**config.mk**
```make
export PLATFORM = sky130hd
export DESIGN_NAME = scs_slave
export DESIGN_NICKNAME = d
export VERILOG_FILES = /design/src/hw/scs_ctrl_filter.v /design/src/hw/scs_slave.v
export VERILOG_INCLUDE_DIRS = /design/src /design/src/pkg
export SDC_FILE = /design/constraint.sdc
export NUM_CORES = 1
export LEC_CHECK = 0
export BUFFER_PORTS_ARGS = -buffer_cell sky130_fd_sc_hd__buf_2
export CELL_PAD_IN_SITES_DETAIL_PLACEMENT = 2
export CELL_PAD_IN_SITES_GLOBAL_PLACEMENT = 2
export CORE_MARGIN = 2
export CORE_UTILIZATION = 37
export DETAILED_ROUTE_END_ITERATION = 10
export PLACE_DENSITY_LB_ADDON = 0.1
export SYNTH_ARGS = -nofsm -noshare
export SYNTH_HDL_FRONTEND = slang
export SYNTH_SLANG_ARGS = --single-unit
export TNS_END_PERCENT = 20
```
**constraint.sdc**
```tcl
create_clock -name clk -period 2.47 [get_ports clk]
set_clock_uncertainty 0.1 [all_clocks]
set_input_delay 0.247 -clock clk [delete_from_list [all_inputs] [get_ports clk]]
set_output_delay 0.247 -clock clk [all_outputs]
set_load 0.005 [all_outputs]
```
**src/pkg/scs_regs.vh**
```
// register offsets, field positions, addresses and timing counts of the serial control slave
`ifndef SCS_REGS_VH
`define SCS_REGS_VH
`define SCS_REG_CFG_SRC 8'h00
`define SCS_REG_MODE 8'h01
`define SCS_CFG_SRC_RST 8'h00
`define SCS_MODE_RST 8'h00
`define SCS_CFG_SRC_BIT 0
`define SCS_MODE_LSB 2
`define SCS_SER_ADDR0 7'h69
`define SCS_SER_ADDR1 7'h6A
`define SCS_SER_ADDR2 7'h6B
`define SCS_SER_ADDR3 7'h6E
`define SCS_DES_ADDR0 7'h71
`define SCS_DES_ADDR1 7'h72
`define SCS_DES_ADDR2 7'h73
`define SCS_DES_ADDR3 7'h76
`define SCS_PWRUP_MS 10
`define SCS_CLK_KHZ 25000
`define SCS_PWRUP_CYC (`SCS_PWRUP_MS * `SCS_CLK_KHZ)
`define SCS_FILT_LEN 3
`endif

```
**src/hw/scs_ctrl_filter.v**
```verilog
// glitch filter for the three control outputs, one output clock per enable
`timescale 1ns/100ps
`default_nettype none
`include "scs_regs.vh"
module scs_ctrl_filter (
    input wire clk,
    input wire nrst,
    input wire tick,
    input wire enable,
    input wire [2:0] ctrl_in,
    output reg [2:0] ctrl_out
);
    reg [2:0] last_q;
    reg [1:0] cnt_q [0:2];
    integer i;
    // a level must hold for three output clocks before it passes
    always @(posedge clk or negedge nrst) begin
        if (!nrst) begin
            last_q <= 3'h0;
            ctrl_out <= 3'h0;
            for (i = 0; i < 3; i = i + 1) begin
                cnt_q[i] <= 2'h0;
            end
        end else if (tick) begin
            for (i = 0; i < 3; i = i + 1) begin
                if (!enable) begin
                    ctrl_out[i] <= ctrl_in[i];
                    cnt_q[i] <= 2'h0;
                end else if (ctrl_in[i] != last_q[i]) begin
                    cnt_q[i] <= 2'h1;
                end else if (cnt_q[i] != 2'h0 && cnt_q[i] < 2'h3) begin
                    cnt_q[i] <= cnt_q[i] + 2'h1;
                    if (cnt_q[i] == 2'h2)
                        ctrl_out[i] <= ctrl_in[i];
                end
                last_q[i] <= ctrl_in[i];
            end
        end
    end
endmodule // scs_ctrl_filter
`default_nettype wire

```
**src/hw/scs_slave.v**
```verilog
// serial control slave: bus engine, configuration registers, mode select
`timescale 1ns/100ps
`default_nettype none
`include "scs_regs.vh"
module scs_slave #(
    parameter IS_DESER = 1,
    parameter PWRUP_CYC = `SCS_PWRUP_CYC
) (
    input wire clk,
    input wire nrst,
    input wire scl_in,
    input wire sda_in,
    output reg sda_out,
    output reg sda_oe_n,
    input wire [1:0] address_select_pin,
    input wire [1:0] mode_pin,
    input wire recovered_clock_out,
    input wire [2:0] ctrl_in,
    output reg [2:0] ctrl_out,
    output reg [1:0] mode,
    output reg cfg_from_regs,
    output reg ready
);
    localparam ST_IDLE = 6'h01;
    localparam ST_ADDR = 6'h02;
    localparam ST_AACK = 6'h04;
    localparam ST_WR = 6'h08;
    localparam ST_RD = 6'h10;
    localparam ST_RACK = 6'h20;

    // state flow of one transaction:
    // idle waits for a start; addr shifts in the slave address and direction;
    // aack holds the acknowledge low through the ninth clock, then either
    // hands over to wr for register address and data bytes, or loads the
    // first read byte and moves to rd; rd shifts a byte out msb first and
    // rack samples the master's answer in the ninth clock.
    // a stop or a new start is honoured in any state, so a master that
    // aborts mid-byte always finds the slave back at a clean boundary.

    // first and second synchroniser stages of the bus lines and the output clock
    reg [1:0] scl_s_q, sda_s_q, rck_s_q;
    // one more stage behind the synchronisers, used to find edges; sda_q also gives the sampled data bit
    reg scl_q, sda_q, rck_q;
    reg [1:0] id_s1_q, id_s2_q, md_s1_q, md_s2_q;
    reg [2:0] ci_s1_q, ci_s2_q;
    // 28 bits cover the full hold-off at 25 MHz with room to spare
    reg [27:0] pwr_q;
    reg [5:0] st_q;
    reg [3:0] bit_q;
    reg [7:0] sh_q;
    reg rw_q, have_ptr_q, ack_hold_q;
    reg [7:0] ptr_q, cfg_q, mode_q;
    wire scl_rise, scl_fall, start_c, stop_c, tick;
    wire [6:0] own_addr;
    wire [2:0] filt_out;

    // address table per device flavour
    function [6:0] addr_of;
        input des;
        input [1:0] sel;
        begin
            case (sel)
                2'h0: addr_of = des ? `SCS_DES_ADDR0 : `SCS_SER_ADDR0;
                2'h1: addr_of = des ? `SCS_DES_ADDR1 : `SCS_SER_ADDR1;
                2'h2: addr_of = des ? `SCS_DES_ADDR2 : `SCS_SER_ADDR2;
                default: addr_of = des ? `SCS_DES_ADDR3 : `SCS_SER_ADDR3;
            endcase
        end
    endfunction

    // register read mux, unmapped reads return zero
    // a function because the first and every later read byte use it
    function [7:0] rd_of;
        input [7:0] a;
        input [7:0] c;
        input [7:0] m;
        begin
            if (a == `SCS_REG_CFG_SRC)
                rd_of = c;
            else if (a == `SCS_REG_MODE)
                rd_of = m;
            else
                rd_of = 8'h00;
        end
    endfunction

    // two-flop synchronisers for every pin from outside
    // bus lines reset to their idle high level so that release of reset
    // cannot be mistaken for a start, a stop or a clock edge
    always @(posedge clk or negedge nrst) begin
        if (!nrst) begin
            scl_s_q <= 2'h3;
            sda_s_q <= 2'h3;
            rck_s_q <= 2'h0;
            scl_q <= 1'b1;
            sda_q <= 1'b1;
            rck_q <= 1'b0;
            id_s1_q <= 2'h3;
            id_s2_q <= 2'h3;
            md_s1_q <= 2'h0;
            md_s2_q <= 2'h0;
            ci_s1_q <= 3'h0;
            ci_s2_q <= 3'h0;
        end else begin
            scl_s_q <= {scl_s_q[0], scl_in};
            sda_s_q <= {sda_s_q[0], sda_in};
            rck_s_q <= {rck_s_q[0], recovered_clock_out};
            scl_q <= scl_s_q[1];
            sda_q <= sda_s_q[1];
            rck_q <= rck_s_q[1];
            id_s1_q <= address_select_pin;
            id_s2_q <= id_s1_q;
            md_s1_q <= mode_pin;
            md_s2_q <= md_s1_q;
            ci_s1_q <= ctrl_in;
            ci_s2_q <= ci_s1_q;
        end
    end

    // edge and condition detection on the synchronised lines
    // an edge is seen two to three clocks after the pin moves; the bus needs
    // its high and low phases to last at least four clocks so that no edge
    // is lost and data is sampled well after it settled
    assign scl_rise = scl_s_q[1] & ~scl_q;
    assign scl_fall = ~scl_s_q[1] & scl_q;
    assign start_c = scl_s_q[1] & scl_q & sda_q & ~sda_s_q[1];
    assign stop_c = scl_s_q[1] & scl_q & ~sda_q & sda_s_q[1];
    assign tick = rck_s_q[1] & ~rck_q;
    assign own_addr = addr_of(IS_DESER != 0, id_s2_q);

    // power-up hold-off: bus ignored until the count expires
    // the engine is held idle rather than gated at the pins, so a transfer
    // already running when the count expires is ignored until the next start
    always @(posedge clk or negedge nrst) begin
        if (!nrst) begin
            pwr_q <= 28'h000_0000;
            ready <= 1'b0;
        end else if (!ready) begin
            pwr_q <= pwr_q + 28'h000_0001;
            if (pwr_q >= PWRUP_CYC - 1)
                ready <= 1'b1;
        end
    end

    // bus engine: byte shifting, ack, register access
    // the register pointer survives a repeated start, which is what lets a
    // read continue from the address set by the preceding write
    always @(posedge clk or negedge nrst) begin
        if (!nrst) begin
            st_q <= ST_IDLE;
            bit_q <= 4'h0;
            sh_q <= 8'h00;
            rw_q <= 1'b0;
            have_ptr_q <= 1'b0;
            ack_hold_q <= 1'b0;
            ptr_q <= 8'h00;
            cfg_q <= `SCS_CFG_SRC_RST;
            mode_q <= `SCS_MODE_RST;
            sda_oe_n <= 1'b1;
        end else if (!ready || stop_c) begin
            st_q <= ST_IDLE;
            sda_oe_n <= 1'b1;
        end else if (start_c) begin
            st_q <= ST_ADDR;
            bit_q <= 4'h0;
            have_ptr_q <= 1'b0;
            sda_oe_n <= 1'b1;
        end else begin
            case (st_q)
                ST_IDLE: begin
                    // idle only waits; the start test above the case does the work
                    sda_oe_n <= 1'b1;
                end
                ST_ADDR, ST_WR: begin
                    if (scl_rise) begin
                        sh_q <= {sh_q[6:0], sda_q};
                        bit_q <= bit_q + 4'h1;
                    end
                    if (scl_fall && bit_q == 4'h8) begin
                        bit_q <= 4'h0;
                        if (st_q == ST_ADDR) begin
                            rw_q <= sh_q[0];
                            if (sh_q[7:1] == own_addr) begin
                                sda_oe_n <= 1'b0;
                                st_q <= ST_AACK;
                            end else begin
                                st_q <= ST_IDLE;
                            end
                        end else begin
                            // first byte of a write sets the pointer, later ones land at it
                            if (!have_ptr_q) begin
                                ptr_q <= sh_q;
                                have_ptr_q <= 1'b1;
                            end else begin
                                // writes to unmapped registers are acknowledged and dropped
                                if (ptr_q == `SCS_REG_CFG_SRC)
                                    cfg_q <= sh_q;
                                else if (ptr_q == `SCS_REG_MODE)
                                    mode_q <= sh_q;
                                ptr_q <= ptr_q + 8'h01;
                            end
                            sda_oe_n <= 1'b0;
                            st_q <= ST_AACK;
                        end
                    end
                end
                ST_AACK: begin
                    // after the ack clock's falling edge: release for a write, put out bit 7 for a read
                    if (scl_fall) begin
                        if (rw_q) begin
                            sh_q <= rd_of(ptr_q, cfg_q, mode_q);
                            sda_oe_n <= rd_of(ptr_q, cfg_q, mode_q) >> 7 == 8'h01;
                            ptr_q <= ptr_q + 8'h01;
                            bit_q <= 4'h1;
                            rw_q <= 1'b0;
                            st_q <= ST_RD;
                        end else begin
                            sda_oe_n <= 1'b1;
                            st_q <= ST_WR;
                        end
                    end
                end
                ST_RD: begin
                    // bit 7 was already put out when the ack clock fell
                    if (scl_fall) begin
                        if (bit_q == 4'h8) begin
                            sda_oe_n <= 1'b1; // master's ack slot
                            st_q <= ST_RACK;
                        end else begin
                            sda_oe_n <= sh_q[7 - bit_q[2:0]];
                            bit_q <= bit_q + 4'h1;
                        end
                    end
                end
                ST_RACK: begin
                    // master nack ends the read; ack fetches the next byte
                    // the answer is latched at the rising edge, when it is settled
                    if (scl_rise)
                        ack_hold_q <= sda_q;
                    if (scl_fall) begin
                        if (ack_hold_q) begin
                            st_q <= ST_IDLE;
                        end else begin
                            sh_q <= rd_of(ptr_q, cfg_q, mode_q);
                            sda_oe_n <= rd_of(ptr_q, cfg_q, mode_q) >> 7 == 8'h01;
                            ptr_q <= ptr_q + 8'h01;
                            bit_q <= 4'h1;
                            st_q <= ST_RD;
                        end
                    end
                end
                default: st_q <= ST_IDLE;
            endcase
        end
    end

    // sda output is a constant low; only the enable moves
    // a registered constant keeps the pad value free of glitches; the high
    // level always comes from the external pullup
    always @(posedge clk or negedge nrst) begin
        if (!nrst)
            sda_out <= 1'b0;
        else
            sda_out <= 1'b0;
    end

    // configuration source and mode selection
    // both outputs follow the same stored bit on the same edge, so the mode
    // never shows a mix of pin and register sources for a cycle
    always @(posedge clk or negedge nrst) begin
        if (!nrst) begin
            cfg_from_regs <= 1'b0;
            mode <= 2'h0;
        end else begin
            cfg_from_regs <= cfg_q[`SCS_CFG_SRC_BIT];
            if (cfg_q[`SCS_CFG_SRC_BIT])
                mode <= mode_q[`SCS_MODE_LSB+1:`SCS_MODE_LSB];
            else
                mode <= md_s2_q;
        end
    end

    // filter active only in normal mode with filter on (mode 01)
    // the compatibility modes and normal mode with the filter off pass the
    // control inputs through at the output clock rate
    scs_ctrl_filter u_filt (
        .clk(clk),
        .nrst(nrst),
        .tick(tick),
        .enable(mode == 2'h1),
        .ctrl_in(ci_s2_q),
        .ctrl_out(filt_out)
    );

    // extra register keeps the top output straight from a flip-flop; it
    // costs one clock of latency on the control path
    always @(posedge clk or negedge nrst) begin
        if (!nrst)
            ctrl_out <= 3'h0;
        else
            ctrl_out <= filt_out;
    end
endmodule // scs_slave
`default_nettype wire

```
Yosys cells after proc, flatten, opt, wreduce, memory -nomap -nowiden
Cells that the tools add are included.
{"block": "totals", "reg_bits": 116, "out_inout_bits": 9, "wordCells": 236}
{"block": "op_classes", "add_sub_neg": 7, "n_lt_le_gt_ge": 5, "eq_ne": 54, "n_mux": 85, "n_bitwise": 17, "reduce_logical": 34}
{"operator": "two-way mux 8 bit", "n": 14}
{"operator": "two-way mux 6 bit", "n": 8}
{"operator": "case mux 8 bit (3 select lines)", "n": 2}
{"operator": "two-way mux 4 bit", "n": 9}
{"operator": "!= test 2 bit, second input constant", "n": 18}
{"operator": "two-way mux 1 bit", "n": 33}
{"operator": "< comparator 32 x 4 -> 1 bit, second input constant", "n": 1}
{"operator": "!= test 3 bit, second input constant", "n": 10}
{"operator": "case mux 6 bit (5 select lines)", "n": 1}
{"operator": "adder 28 x 1 -> 28 bit, second input constant", "n": 1}
{"operator": ">= comparator 28 x 18 -> 1 bit, second input constant", "n": 1}
{"operator": "!= test 4 bit, second input constant", "n": 7}
{"operator": "two-way mux 2 bit", "n": 10}
{"operator": "AND reduction 4 bit", "n": 5}
{"operator": "AND reduction 9 bit", "n": 2}
{"operator": "case mux 4 bit (4 select lines)", "n": 1}
{"operator": "AND reduction 8 bit", "n": 2}
{"operator": "AND reduction 7 bit", "n": 2}
{"operator": "AND reduction 6 bit", "n": 2}
{"operator": "nonzero test 2 bit", "n": 6}
{"operator": "two-way mux 5 bit", "n": 2}
{"operator": "NOT 1 bit", "n": 9}
{"operator": "case mux 3 bit (3 select lines)", "n": 1}
{"operator": "adder 8 x 1 -> 8 bit, second input constant", "n": 1}
{"operator": "32 further kinds", "n": 54}

Longest topological paths before layout
Gate-level depths: netlist of run 1.
{"block": "depth", "ltp_word": 9, "ltp_mapped": 9}

Cells and area by module
Synthesis of run 1 repeated with hierarchy kept, for this count alone.
{"block": "hier_totals", "cells_unflattened": 506, "area_unflattened_um2": 5616.6}
{"mod": "scs_slave", "n_inst": 1, "cells_per_inst": 439, "area_per_inst_um2": 4944.7, "seq_area_each_um2": 2617.5}
{"mod": "scs_ctrl_filter", "n_inst": 1, "cells_per_inst": 67, "area_per_inst_um2": 671.9, "seq_area_each_um2": 300.3}

Least setup slack after synthesis of run 1
Ideal clock, no wire load.
{"block": "synth_path", "path_kind": "reg2reg", "startpoint": "register st_q[3]", "endpoint": "register st_q[3]", "t_arrival_ns": 2.143, "t_required_ns": 2.245, "slack_ns": 0.102, "stages_incl_launch_ff": 8, "n_path_buf": 1, "period_less_slack_ns": 2.368, "path_cell_list": "dfrtp_1 -> buf_6 -> or4b_4 -> or3_1 -> o2bb2ai_2 -> and3_4 -> o21ai_4 -> mux2_4"}
{"block": "synth_between", "elab_chain_len": 5, "elab_cells_between_ends": 17}
{"element": "start, declared", "line_no": "scs_slave.v:48", "rtl": "reg [5:0] st_q;"}
{"element": "start signal, assigned", "line_no": "scs_slave.v:150", "rtl": "st_q <= ST_IDLE;"}
{"element": "start signal, assigned", "line_no": "scs_slave.v:161", "rtl": "st_q <= ST_IDLE;"}
{"element": "start signal, assigned", "line_no": "scs_slave.v:164", "rtl": "st_q <= ST_ADDR;"}
{"element": "== test 6 x 2 -> 1 bit / == test 6 x 4 -> 1 bit (equally long branches)", "line_no": "scs_slave.v:169, scs_slave.v:181"}
{"element": "OR reduction 2 bit", "line_no": "scs_slave.v:169", "rtl": "case (st_q)"}
{"element": "case mux 6 bit (5 select lines)", "line_no": "scs_slave.v:169"}
{"element": "two-way mux 6 bit", "line_no": "scs_slave.v:163", "rtl": "end else if (start_c) begin"}
{"element": "two-way mux 6 bit", "line_no": "scs_slave.v:160", "rtl": "end else if (!ready || stop_c) begin"}
Parallel ways exist; a longest one is shown, timed or not.
A chain may end at the register's enable or synchronous reset.

Final worst setup path of run 1
{"block": "layout_path", "startpoint": "register st_q[2]", "endpoint": "register st_q[0]"}
{"block": "layout_between", "elab_chain_len": 6, "elab_cells_between_ends": 19}
{"element": "== test 6 x 2 -> 1 bit", "line_no": "scs_slave.v:169, scs_slave.v:181"}
{"element": "two-way mux 6 bit", "line_no": "scs_slave.v:181", "rtl": "if (st_q == ST_ADDR) begin"}
{"element": "two-way mux 6 bit", "line_no": "scs_slave.v:179", "rtl": "if (scl_fall && bit_q == 4'h8) begin"}
{"element": "case mux 6 bit (5 select lines)", "line_no": "scs_slave.v:169"}
{"element": "two-way mux 6 bit", "line_no": "scs_slave.v:163"}
{"element": "two-way mux 6 bit", "line_no": "scs_slave.v:160"}
Parallel ways exist; a longest one is shown, timed or not. The select of a mux whose other input is x is not followed.

==> results.json, run 1 <==
{
  "setup_tns_ps": 0,
  "die_h_um": 127,
  "synth-edff-count": 0,
  "die-area_mm2": 0.0160,
  "place_area_mm2": 0.00610,
  "yosys_warnings": 0,
  "avgSynthCellArea_um2": 10.9,
  "layout-drive-gt1-share_pct": 25.3,
  "swShare_pct": 23.0,
  "synth_nets": 532,
  "cts.sinks": 116,
  "drtIter0Drc": 179,
  "met1Wirelength_mm": 6.90,
  "synth.distinct_cells": 69,
  "hold_viol": 0,
  "crit_fanout": 8,
  "first_pass_iters": 4,
  "maxUsedRoutingLayer": "met4",
  "min_period_over_period_pct": 98.3,
  "final_nets": 601,
  "wl_met2_mm": 8.32,
  "setup_viol": 0,
  "worst_pin_slew_ps": 684,
  "p_per_area_mw_per_mm2": 704,
  "initial_core_util_pct": 38.1,
  "gp_congestion": 0.795,
  "multiInputGateArea_mm2": 0.00253,
  "drtAntennaViolNets": 0,
  "cp.required_ps": 2720,
  "synth_cells": 511,
  "p_int_mw": 3.70,
  "grt-ovfl-total": 0,
  "min_period_ps": 2430,
  "n_antenna_cell": 0,
  "antenna_found_initial": 0,
  "critical_path_class": "flop to flop",
  "switching_power_mw": 1.11,
  "root_buffer": "clkbuf_16",
  "regArea_mm2": 0.00292,
  "wl_per_cell_um": 20.5,
  "fp-row-count": 44,
  "cts_setup_buffers": 0,
  "avgViaCountPerCell": 5.49,
  "drt_wl_total_mm": 15.9,
  "grt_pass1_vias": 4848,
  "start_kind": "flop",
  "cts_max_level": 4,
  "p_seq_share_pct": 42.5,
  "power_frac_comb_pct": 5.9,
  "peakVddDrop_uv": 552,
  "p_leak_nw": 3.04,
  "r2r_cells": 6,
  "dp_hpwl_mm": 10.8,
  "cp.arrival_ps": 2680,
  "vias": 4267,
  "fin_total_pwr_mw": 4.81,
  "ys_ff_latch": 116,
  "grt_max_degree": 73,
  "coreArea_mm2": 0.0146,
  "fmax_mhz": 412,
  "ys.flop_type": "dfrtp_1",
  "io_buffers": 19,
  "ios": 21,
  "seq_area_frac_synth_pct": 52.5,
  "cts_tree": "built",
  "grt_pass1_wl_mm": 26.7,
  "clock_latency_ps": 420,
  "wl_met3_um": 399,
  "power_frac_clock_pct": 51.6,
  "slew_headroom_pct": 54.4,
  "dieWidth_um": 127,
  "cp-end-kind": "flop",
  "finish.instance_area_mm2": 0.00683,
  "track_usage_pct": 21.6,
  "hold_path.class": "primary input to async pin",
  "cts.clk_slew.worst_paths_ps": 50,
  "run_status": "finished clean",
  "maxCapViolCount": 0,
  "cts_buffers": 17,
  "async_flop_share_pct": 100,
  "syn-cell-area_mm2": 0.00556,
  "fillerInstances": 1485,
  "slew_violations": 0,
  "drcViolationCount": 0,
  "clk_path_buf_depth": 2,
  "area_growth_pct": 22.9
}
routing by layer:
layer | vias to the layer above | track usage (%)
met5 | - | 0
met4 | 0 | 7.11
met3 | 22 | 5.02
met2 | 48 | 37.1
met1 | 2230 | 26.8
li1 | 1967 | -
metrics by stage:
| step | cells | util [%] | hold WS, ps | worst slack, ps |
|---|---|---|---|---|
| finish | 777 | 46.8 | 120 | 43.0 |
| global route | 777 | 46.8 | 124 | -10.1 |
| floorplan | 511 | - | -149 | 102 |
| global placement | 734 | 41.8 | 19.8 | 126 |
| detailed placement | 734 | 41.8 | 22.1 | 4.74 |
| CTS | 777 | 46.7 | 121 | 40.8 |
layout by cell type, fill, tap and decap left out, drive strengths merged, types with 3 or more instances in the layout:
| master | count |
|---|---|
| clkbuf | 24 |
| nand2b | 11 |
| nand2 | 41 |
| o21ai | 24 |
| o22a | 3 |
| o22ai | 4 |
| ha | 9 |
| o2bb2ai | 3 |
| nor2 | 29 |
| a22oi | 8 |
| nor4 | 11 |
| and3 | 12 |
| dlygate4sd3 | 11 |
| nand3 | 19 |
| clkinv | 4 |
| nor2b | 13 |
| mux2i | 5 |
| nor3b | 4 |
| buf | 57 |
| inv | 15 |
| or2 | 3 |
| nand4 | 5 |
| mux2 | 33 |
| nor3 | 12 |
| a21oi | 27 |
| nand3b | 3 |
| and2 | 4 |
| dfstp | 12 |
| xor2 | 10 |
| xnor2 | 25 |
| o41ai | 4 |
| or3 | 4 |
| dfrtp | 104 |
sequential cells by signal (all words and copies together) (netlist names), 4 cells and up:
| signal | flops |
|---|---|
| cfg_q | 8 |
| bit_q | 4 |
| st_q | 6 |
| pwr_q | 28 |
| sh_q | 8 |
| ptr_q | 8 |
| u_filt.cnt_q | 6 |
| mode_q | 8 |
power by group through the flow:
stage	combinational, mW	clock (mW)	sequential, mW
after floorplan	0.160	0	2.06
after CTS	0.293	2.53	2.05
after global routing	0.323	2.63	2.06
final	0.284	2.48	2.04
after detailed placement	0.269	0	2.08
after global placement	0.248	0	2.07
repair_timing:
action	CTS	global route
pin swaps	0	1
hold endpoints to repair	114	0
setup endpoints to repair	10	12
gates resized for setup	2	6
hold buffers	11	0
cell usage after synthesis, types with 6 or more instances:
cell type	instances	area share (%)
o21ai_0	21	1.9
ha_1	9	2.0
nor4_1	10	1.1
nor3_1	11	0.99
nor2_1	29	2.0
a22oi_1	8	1.1
nor2b_1	13	1.5
dfstp_2	12	5.7
mux2_2	31	6.3
clkbuf_1	6	0.40
nand2_1	40	2.7
dfrtp_1	104	47
inv_1	15	1.0
nand2b_1	11	1.2
a21oi_1	27	2.4
and3_1	11	1.2
nand3_1	19	1.7
xnor2_1	25	3.9
xor2_1	10	1.6
buf_2	6	0.54
kinds of logic (layout without fill, tap and decap cells):
family / after synthesis / after routing / synth area share, %
buffers and inverters: 33 / 115 / 2.59
adder cells (fa/ha/maj): 9 / 9 / 2.02
flip-flops: 116 / 116 / 52.5
multiplexers: 39 / 39 / 8.12
XOR/XNOR: 35 / 35 / 5.51
AND/OR/NAND/NOR: 181 / 181 / 17.6
other: 1 / 1 / 0.0674
AO/OA/AOI/OAI: 97 / 97 / 11.7
worst paths after layout:
path                       startpoint         end  slack, ps
hold reg to reg            ci_s1_q[0]  ci_s2_q[0]        250
min in group clk           ci_s1_q[0]  ci_s2_q[0]        250
hold / removal                   nrst     sh_q[2]        120
setup reg to reg              st_q[2]     st_q[0]         40
max in group asynchronous        nrst  id_s2_q[0]       1430
setup / recovery              st_q[2]     st_q[0]         40
area by class of cell:
| type | instances | area share [%] |
|---|---|---|
| Clock inverter | 8 | 1.45 |
| Timing Repair Buffer | 68 | 7.40 |
| Tap cell | 184 | 3.37 |
| Clock buffer | 24 | 7.20 |
| Multi-Input combinational cell | 362 | 37.1 |
| Inverter | 15 | 0.824 |
| Sequential cell | 116 | 42.7 |
critical path, stage by stage, from the launching register on:
cell,delay [ps]
dfrtp_1,460
or4_1,660
or3_1,390
and3_4,210
o21ai_4,170
buf_4,170
mux2i_1,190
(Power assumes the default switching activity.)
==> run 2, diff against run 1 <==
==> constraint.sdc (replaced) <==
create_clock -name clk -period 2.47 [get_ports clk]
set_clock_uncertainty 0.1 [all_clocks]
set_input_delay 0.494 -clock clk [delete_from_list [all_inputs] [get_ports clk]]
set_output_delay 0.494 -clock clk [all_outputs]
set_load 0.005 [all_outputs]
==> run 2 against run 1 <==
Compared with the run above:
- maximum frequency increased by 0.97%
- final cell count decreased by 1.4%
- sequential power about the same
- core utilization decreased by 0.51 points
- first-iteration DRC count increased by 7.8%
- worst hold slack got worse by 45 ps
- critical endpoint is now st_q[4]
- largest power group unchanged
==> results.json, run 2 (synthesis gave the netlist of run 1 again) <==
{
  "final_nets": 590,
  "largest_register_ffs": 28,
  "final_util_pct": 46.3,
  "layout_commonest_cell": "dfrtp_1",
  "p_seq_share_pct": 41.7,
  "p_leak_nw": 3.01,
  "drcViolationCount": 0,
  "power_frac_comb_pct": 5.6,
  "finish.instance_area_mm2": 0.00676,
  "first_pass_iters": 4,
  "fp-row-count": 44,
  "track_usage_pct": 21.0,
  "grt_pass1_vias": 4812,
  "fin_total_pwr_mw": 4.91,
  "grt_pass1_wl_mm": 26.0,
  "grt_max_degree": 45,
  "swShare_pct": 22.0,
  "place_area_mm2": 0.00610,
  "cts.sinks": 116,
  "crit_path_end": "st_q[4]",
  "vias": 4196,
  "cts_tree": "built",
  "hold_path.class": "primary input to flop",
  "run_status": "finished clean",
  "r2r_cells": 5,
  "worst_pin_slew_ps": 711,
  "root_buffer": "clkbuf_16",
  "r2r-end": "st_q[4]",
  "io_buffers": 19,
  "cp.arrival_ps": 2600,
  "slew_headroom_pct": 52.6,
  "grt-ovfl-total": 0,
  "layout-drive-gt1-share_pct": 25.8,
  "grt_setup_unrepaired": "yes",
  "gp_congestion": 0.811,
  "fmax_mhz": 416,
  "startpoint": "st_q[2]",
  "die-area_mm2": 0.0160,
  "wl_per_cell_um": 20.5,
  "p_int_mw": 3.82,
  "dp_hpwl_mm": 10.8,
  "antenna_found_initial": 0,
  "area_growth_pct": 21.5,
  "drtIter0Drc": 193,
  "maxCapViolCount": 0,
  "p_per_area_mw_per_mm2": 726,
  "setup_ws_ps": 66.4,
  "cts_max_level": 4,
  "ios": 21,
  "place_ws_ps": 24.2,
  "crit_fanout": 8,
  "clock_latency_ps": 420,
  "initial_core_util_pct": 38.1,
  "die_h_um": 127,
  "coreArea_mm2": 0.0146,
  "drt_wl_total_mm": 15.7,
  "largest-register": "pwr_q",
  "cp.required_ps": 2660,
  "setup_viol": 0,
  "power_frac_clock_pct": 52.7,
  "critical_path_class": "flop to flop",
  "cts.clk_slew.worst_paths_ps": 50,
  "min_period_ps": 2400,
  "hold_viol": 0,
  "n_antenna_cell": 0,
  "worstHoldStart": "scl_in",
  "rrSetupSlack_ps": 70,
  "clk_path_buf_depth": 2,
  "avgViaCountPerCell": 5.48,
  "cts_buffers": 17,
  "drtAntennaViolNets": 0,
  "switching_power_mw": 1.08,
  "layout_common_cells": "dfrtp_1 (103), nand2_1 (40), buf_4 (36), mux2_2 (31), nor2_1 (29)",
  "slew_violations": 0,
  "cp-end-kind": "flop",
  "start_kind": "flop",
  "min_period_over_period_pct": 97.3,
  "dieWidth_um": 127,
  "peakVddDrop_uv": 496,
  "reg2reg_from": "st_q[2]"
}
-- run 2: timing repair --
action,4_1_cts,5_1_grt
setup buffers,0,0
gates resized for setup,0,6
endpoints found under the setup margin,0,27
hold endpoints to repair,29,0
hold buffers,1,0
-- run 2: area by class of cell --
type	count	area (µm²)
Multi-Input combinational cell	362	2520
Inverter	15	56.3
Sequential cell	116	2920
Tap cell	184	230
Clock inverter	8	123
Clock buffer	24	502
Timing Repair Buffer	57	410
Fill cell	1488	7830
-- run 2: worst min path at each step --
stage / end / slack (ps) / cells past startpoint
floorplan: ack_hold_q / 100 / 0
global placement: ci_s2_q[1] / 240 / 0
detailed placement: md_s2_q[0] / 240 / 0
CTS: scl_s_q[0] / 60 / 1
global route: id_s1_q[1] / 50 / 1
finish: scl_s_q[0] / 80 / 1
-- run 2: power by group through the flow --
stage / registers, mW / clock network [mW] / logic, mW
floorplan: 2.06 / 0 / 0.160
finish: 2.05 / 2.59 / 0.274
global placement: 2.07 / 0 / 0.249
detailed placement: 2.08 / 0 / 0.269
global route: 2.06 / 2.72 / 0.310
CTS: 2.05 / 2.65 / 0.282
-- run 2: worst max-delay path: stages, from the launching register on --
cell and delay (ps):
dfrtp_1 470, or4_1 640, or3_1 380, and3_4 210, o21ai_4 180, mux2_4 310
-- run 2: stage by stage --
stage	hold slack, ps	instances	setup TNS (ps)
2_1_floorplan	98.4	511	0
5_1_grt	50.9	766	-65.0
6_report	75.4	766	0
3_5_place_dp	236	733	0
3_3_place_gp	236	733	0
4_1_cts	57.5	766	0
-- run 2: per-layer routing --
metal	vias up	share of wire [%]	track usage [%]	routed length (µm)
li1	1940	-	-	-
met1	2208	45	26.3	7020
met2	34	52	36.1	8150
met3	14	2.0	5.31	306
met4	0	1.2	5.95	192
met5	-	0	0	0
==> run 3, diff against run 2 <==
ABC_AREA = 1   (was default)
CORE_ASPECT_RATIO = 1.2   (was default)
CORE_UTILIZATION = 34   (was 37)
==> run 3 against run 2 <==
Compared with the run above:
- synthesized cell count grew 55%
- final area is 7.5% higher
- sequential power decreased by 3%
- combinational power fell by 40%
- worst setup slack improved by 180 ps
- sequential share of layout area down 3.0 points
- clock-buffer cell count decreased by 2
- core utilization decreased by 6.0 points
- highest routed layer unchanged
- via count up 26%
- area after synthesis is 11% higher
- routed wire length is 16% higher
==> results.json, run 3 <==
{
  "path_common_cell": "nand2_1",
  "synth_top_area_cell": "dfrtp_1",
  "layout_common_cells": "nand2_1 (227), inv_1 (113), dfrtp_1 (104), nor2_1 (74), nand3_1 (53)",
  "hold_path.class": "primary input to flop",
  "clock_latency_ps": 420,
  "crit_slowest_cell": "dfrtp_1",
  "avgViaCountPerCell": 4.94,
  "die-area_mm2": 0.0193,
  "cp.required_ps": 2700,
  "cp-end-kind": "flop",
  "largest_register_ffs": 28,
  "cp.arrival_ps": 2450,
  "cts_max_level": 4,
  "synth_top_area_share_pct": 42.0,
  "grt_max_degree": 44,
  "crit_family": "simple AND/OR/NAND/NOR gates",
  "avgSynthCellArea_um2": 7.80,
  "critical_path_buf_inv_count": 2,
  "yosys_warnings": 0,
  "vias": 5284,
  "critical_path_class": "flop to flop",
  "synth_area_leaders": "dfrtp_1 (42%), nand2_1 (14%), inv_1 (6.8%)",
  "synth_nets": 815,
  "fp-row-count": 54,
  "hold_ws_ps": 77.0,
  "area_growth_pct": 17.4,
  "power_frac_clock_pct": 54.6,
  "p_leak_nw": 3.59,
  "min_period_over_period_pct": 89.9,
  "ios": 21,
  "ys_top_cells_by_count": "nand2_1 (227), inv_1 (113), dfrtp_1 (104)",
  "max_stage_delay_ps": 470,
  "fmax_mhz": 450,
  "synth-edff-count": 0,
  "cts_tree": "built",
  "peakVddDrop_uv": 460,
  "io_buffers": 19,
  "largest-register": "pwr_q",
  "slew_violations": 0,
  "final_nets": 854,
  "p_seq_share_pct": 41.9,
  "swShare_pct": 21.2,
  "worst_pin_slew_ps": 627,
  "fin_total_pwr_mw": 4.75,
  "grt_pass1_wl_mm": 31.6,
  "n_antenna_cell": 0,
  "setup_tns_ps": 0,
  "maxCapViolCount": 0,
  "syn-cell-area_mm2": 0.00619,
  "yosysMostFrequentCell": "nand2_1",
  "layout_commonest_cell": "nand2_1",
  "finish.instance_area_mm2": 0.00727,
  "grt_pass1_vias": 6145,
  "wl_per_cell_um": 17.1,
  "cts.sinks": 116,
  "seq_area_frac_synth_pct": 47.1,
  "crit_fanout": 15,
  "drtAntennaViolNets": 0,
  "cts.clk_slew.worst_paths_ps": 50,
  "first_pass_iters": 4,
  "setup_viol": 0,
  "initial_core_util_pct": 34.3,
  "clk_path_buf_depth": 2,
  "track_usage_pct": 20.5,
  "grt-ovfl-total": 0,
  "synth_cells": 794,
  "dieWidth_um": 127,
  "min_period_ps": 2220,
  "root_buffer": "clkbuf_16",
  "async_flop_share_pct": 100,
  "cts_buffers": 17,
  "hold_viol": 0,
  "path_cells": "inv_1 > ha_1 > nand2_1 > nor2_2 > nand2_1 > nor2_2 > nand2_2 > nor2_4 > buf_12 > nand2_1 > o21ai_0",
  "place_area_mm2": 0.00659,
  "coreArea_mm2": 0.0180,
  "layout-drive-gt1-share_pct": 12.2,
  "start_kind": "flop",
  "drcViolationCount": 0,
  "grt_setup_unrepaired": "no",
  "die_h_um": 152,
  "ys.flop_type": "dfrtp_1",
  "gp_congestion": 0.840,
  "run_status": "finished clean",
  "drtIter0Drc": 175,
  "drt_wl_total_mm": 18.2,
  "dp_hpwl_mm": 13.7,
  "ys_ff_latch": 116,
  "p_per_area_mw_per_mm2": 653,
  "slew_headroom_pct": 58.0,
  "p_int_mw": 3.74,
  "power_frac_comb_pct": 3.5,
  "antenna_found_initial": 0,
  "synth.distinct_cells": 40,
  "switching_power_mw": 1.00
}
run 3: power by group through the flow:
stage | logic, mW | clock network [mW] | registers (mW)
detailed placement | 0.169 | 0 | 2.02
global route | 0.195 | 2.76 | 1.99
global placement | 0.155 | 0 | 2.02
floorplan | 0.0726 | 0 | 2.01
finish | 0.165 | 2.60 | 1.99
CTS | 0.173 | 2.67 | 1.99
run 3: final timing paths:
kind                               end  cells past startpoint  slack [ps]                   from
setup / recovery             mode_q[3]                     11         250               bit_q[0]
hold / removal              id_s1_q[1]                      1          80  address_select_pin[1]
setup reg to reg             mode_q[3]                     11         250               bit_q[0]
hold reg to reg             scl_s_q[1]                      0         260             scl_s_q[0]
max in group asynchronous        scl_q                      3        1070                   nrst
min in group asynchronous  ctrl_out[2]                      2         500                   nrst
run 3: area by class of cell:
cell class | instances | area (µm²)
flip-flops and latches | 116 | 2920
repair buffers | 32 | 248
inverters | 121 | 455
clock inverters | 9 | 153
well taps | 224 | 280
fillers | 2049 | 10800
clock buffers | 22 | 464
multi-input cells | 545 | 2750
run 3: per-stage QoR:
stage / utilization (%) / setup WS (ps) / std cells
final: 40.3 / 249 / 1069
after global routing: 40.3 / 30.3 / 1069
after CTS: 40.0 / 176 / 1067
after detailed placement: 36.6 / 217 / 1035
after global placement: 36.6 / 322 / 1035
after floorplan: - / 570 / 794
run 3: worst reg2reg max path, cell delays in order, from the launching register on:
cell	delay (ps)
dfrtp_1	470
inv_1	200
ha_1	230
nand2_1	140
nor2_2	130
nand2_1	120
nor2_2	210
nand2_2	130
nor2_4	140
buf_12	140
nand2_1	50
o21ai_0	80
run 3: logic make-up (layout without fill, tap and decap cells):
logic type      after synthesis  after routing  share of synthesized area, %
compound gates               89             89                          7.86
xor+xnor                     34             34                          4.81
fa+ha+maj                     9              9                          1.82
buf+inv                     133            184                          8.59
flops                       116            116                          47.1
other cells                   1              1                        0.0606
simple gates                412            412                          29.7
run 3: routing by layer:
metal,up-vias,part of all wire (%),GRT usage [%]
li1,2577,-,-
met1,2659,44,25.0
met2,33,53,37.2
met3,15,1.7,3.59
met4,0,0.90,4.97
met5,-,0,0
run 3: repair_timing:
item / CTS / global route
resized for setup: 0 / 1
endpoints found under the hold margin: 35 / 0
buffers inserted: 0 / 2
hold buffers: 1 / 0
endpoints found under the setup margin: 0 / 16
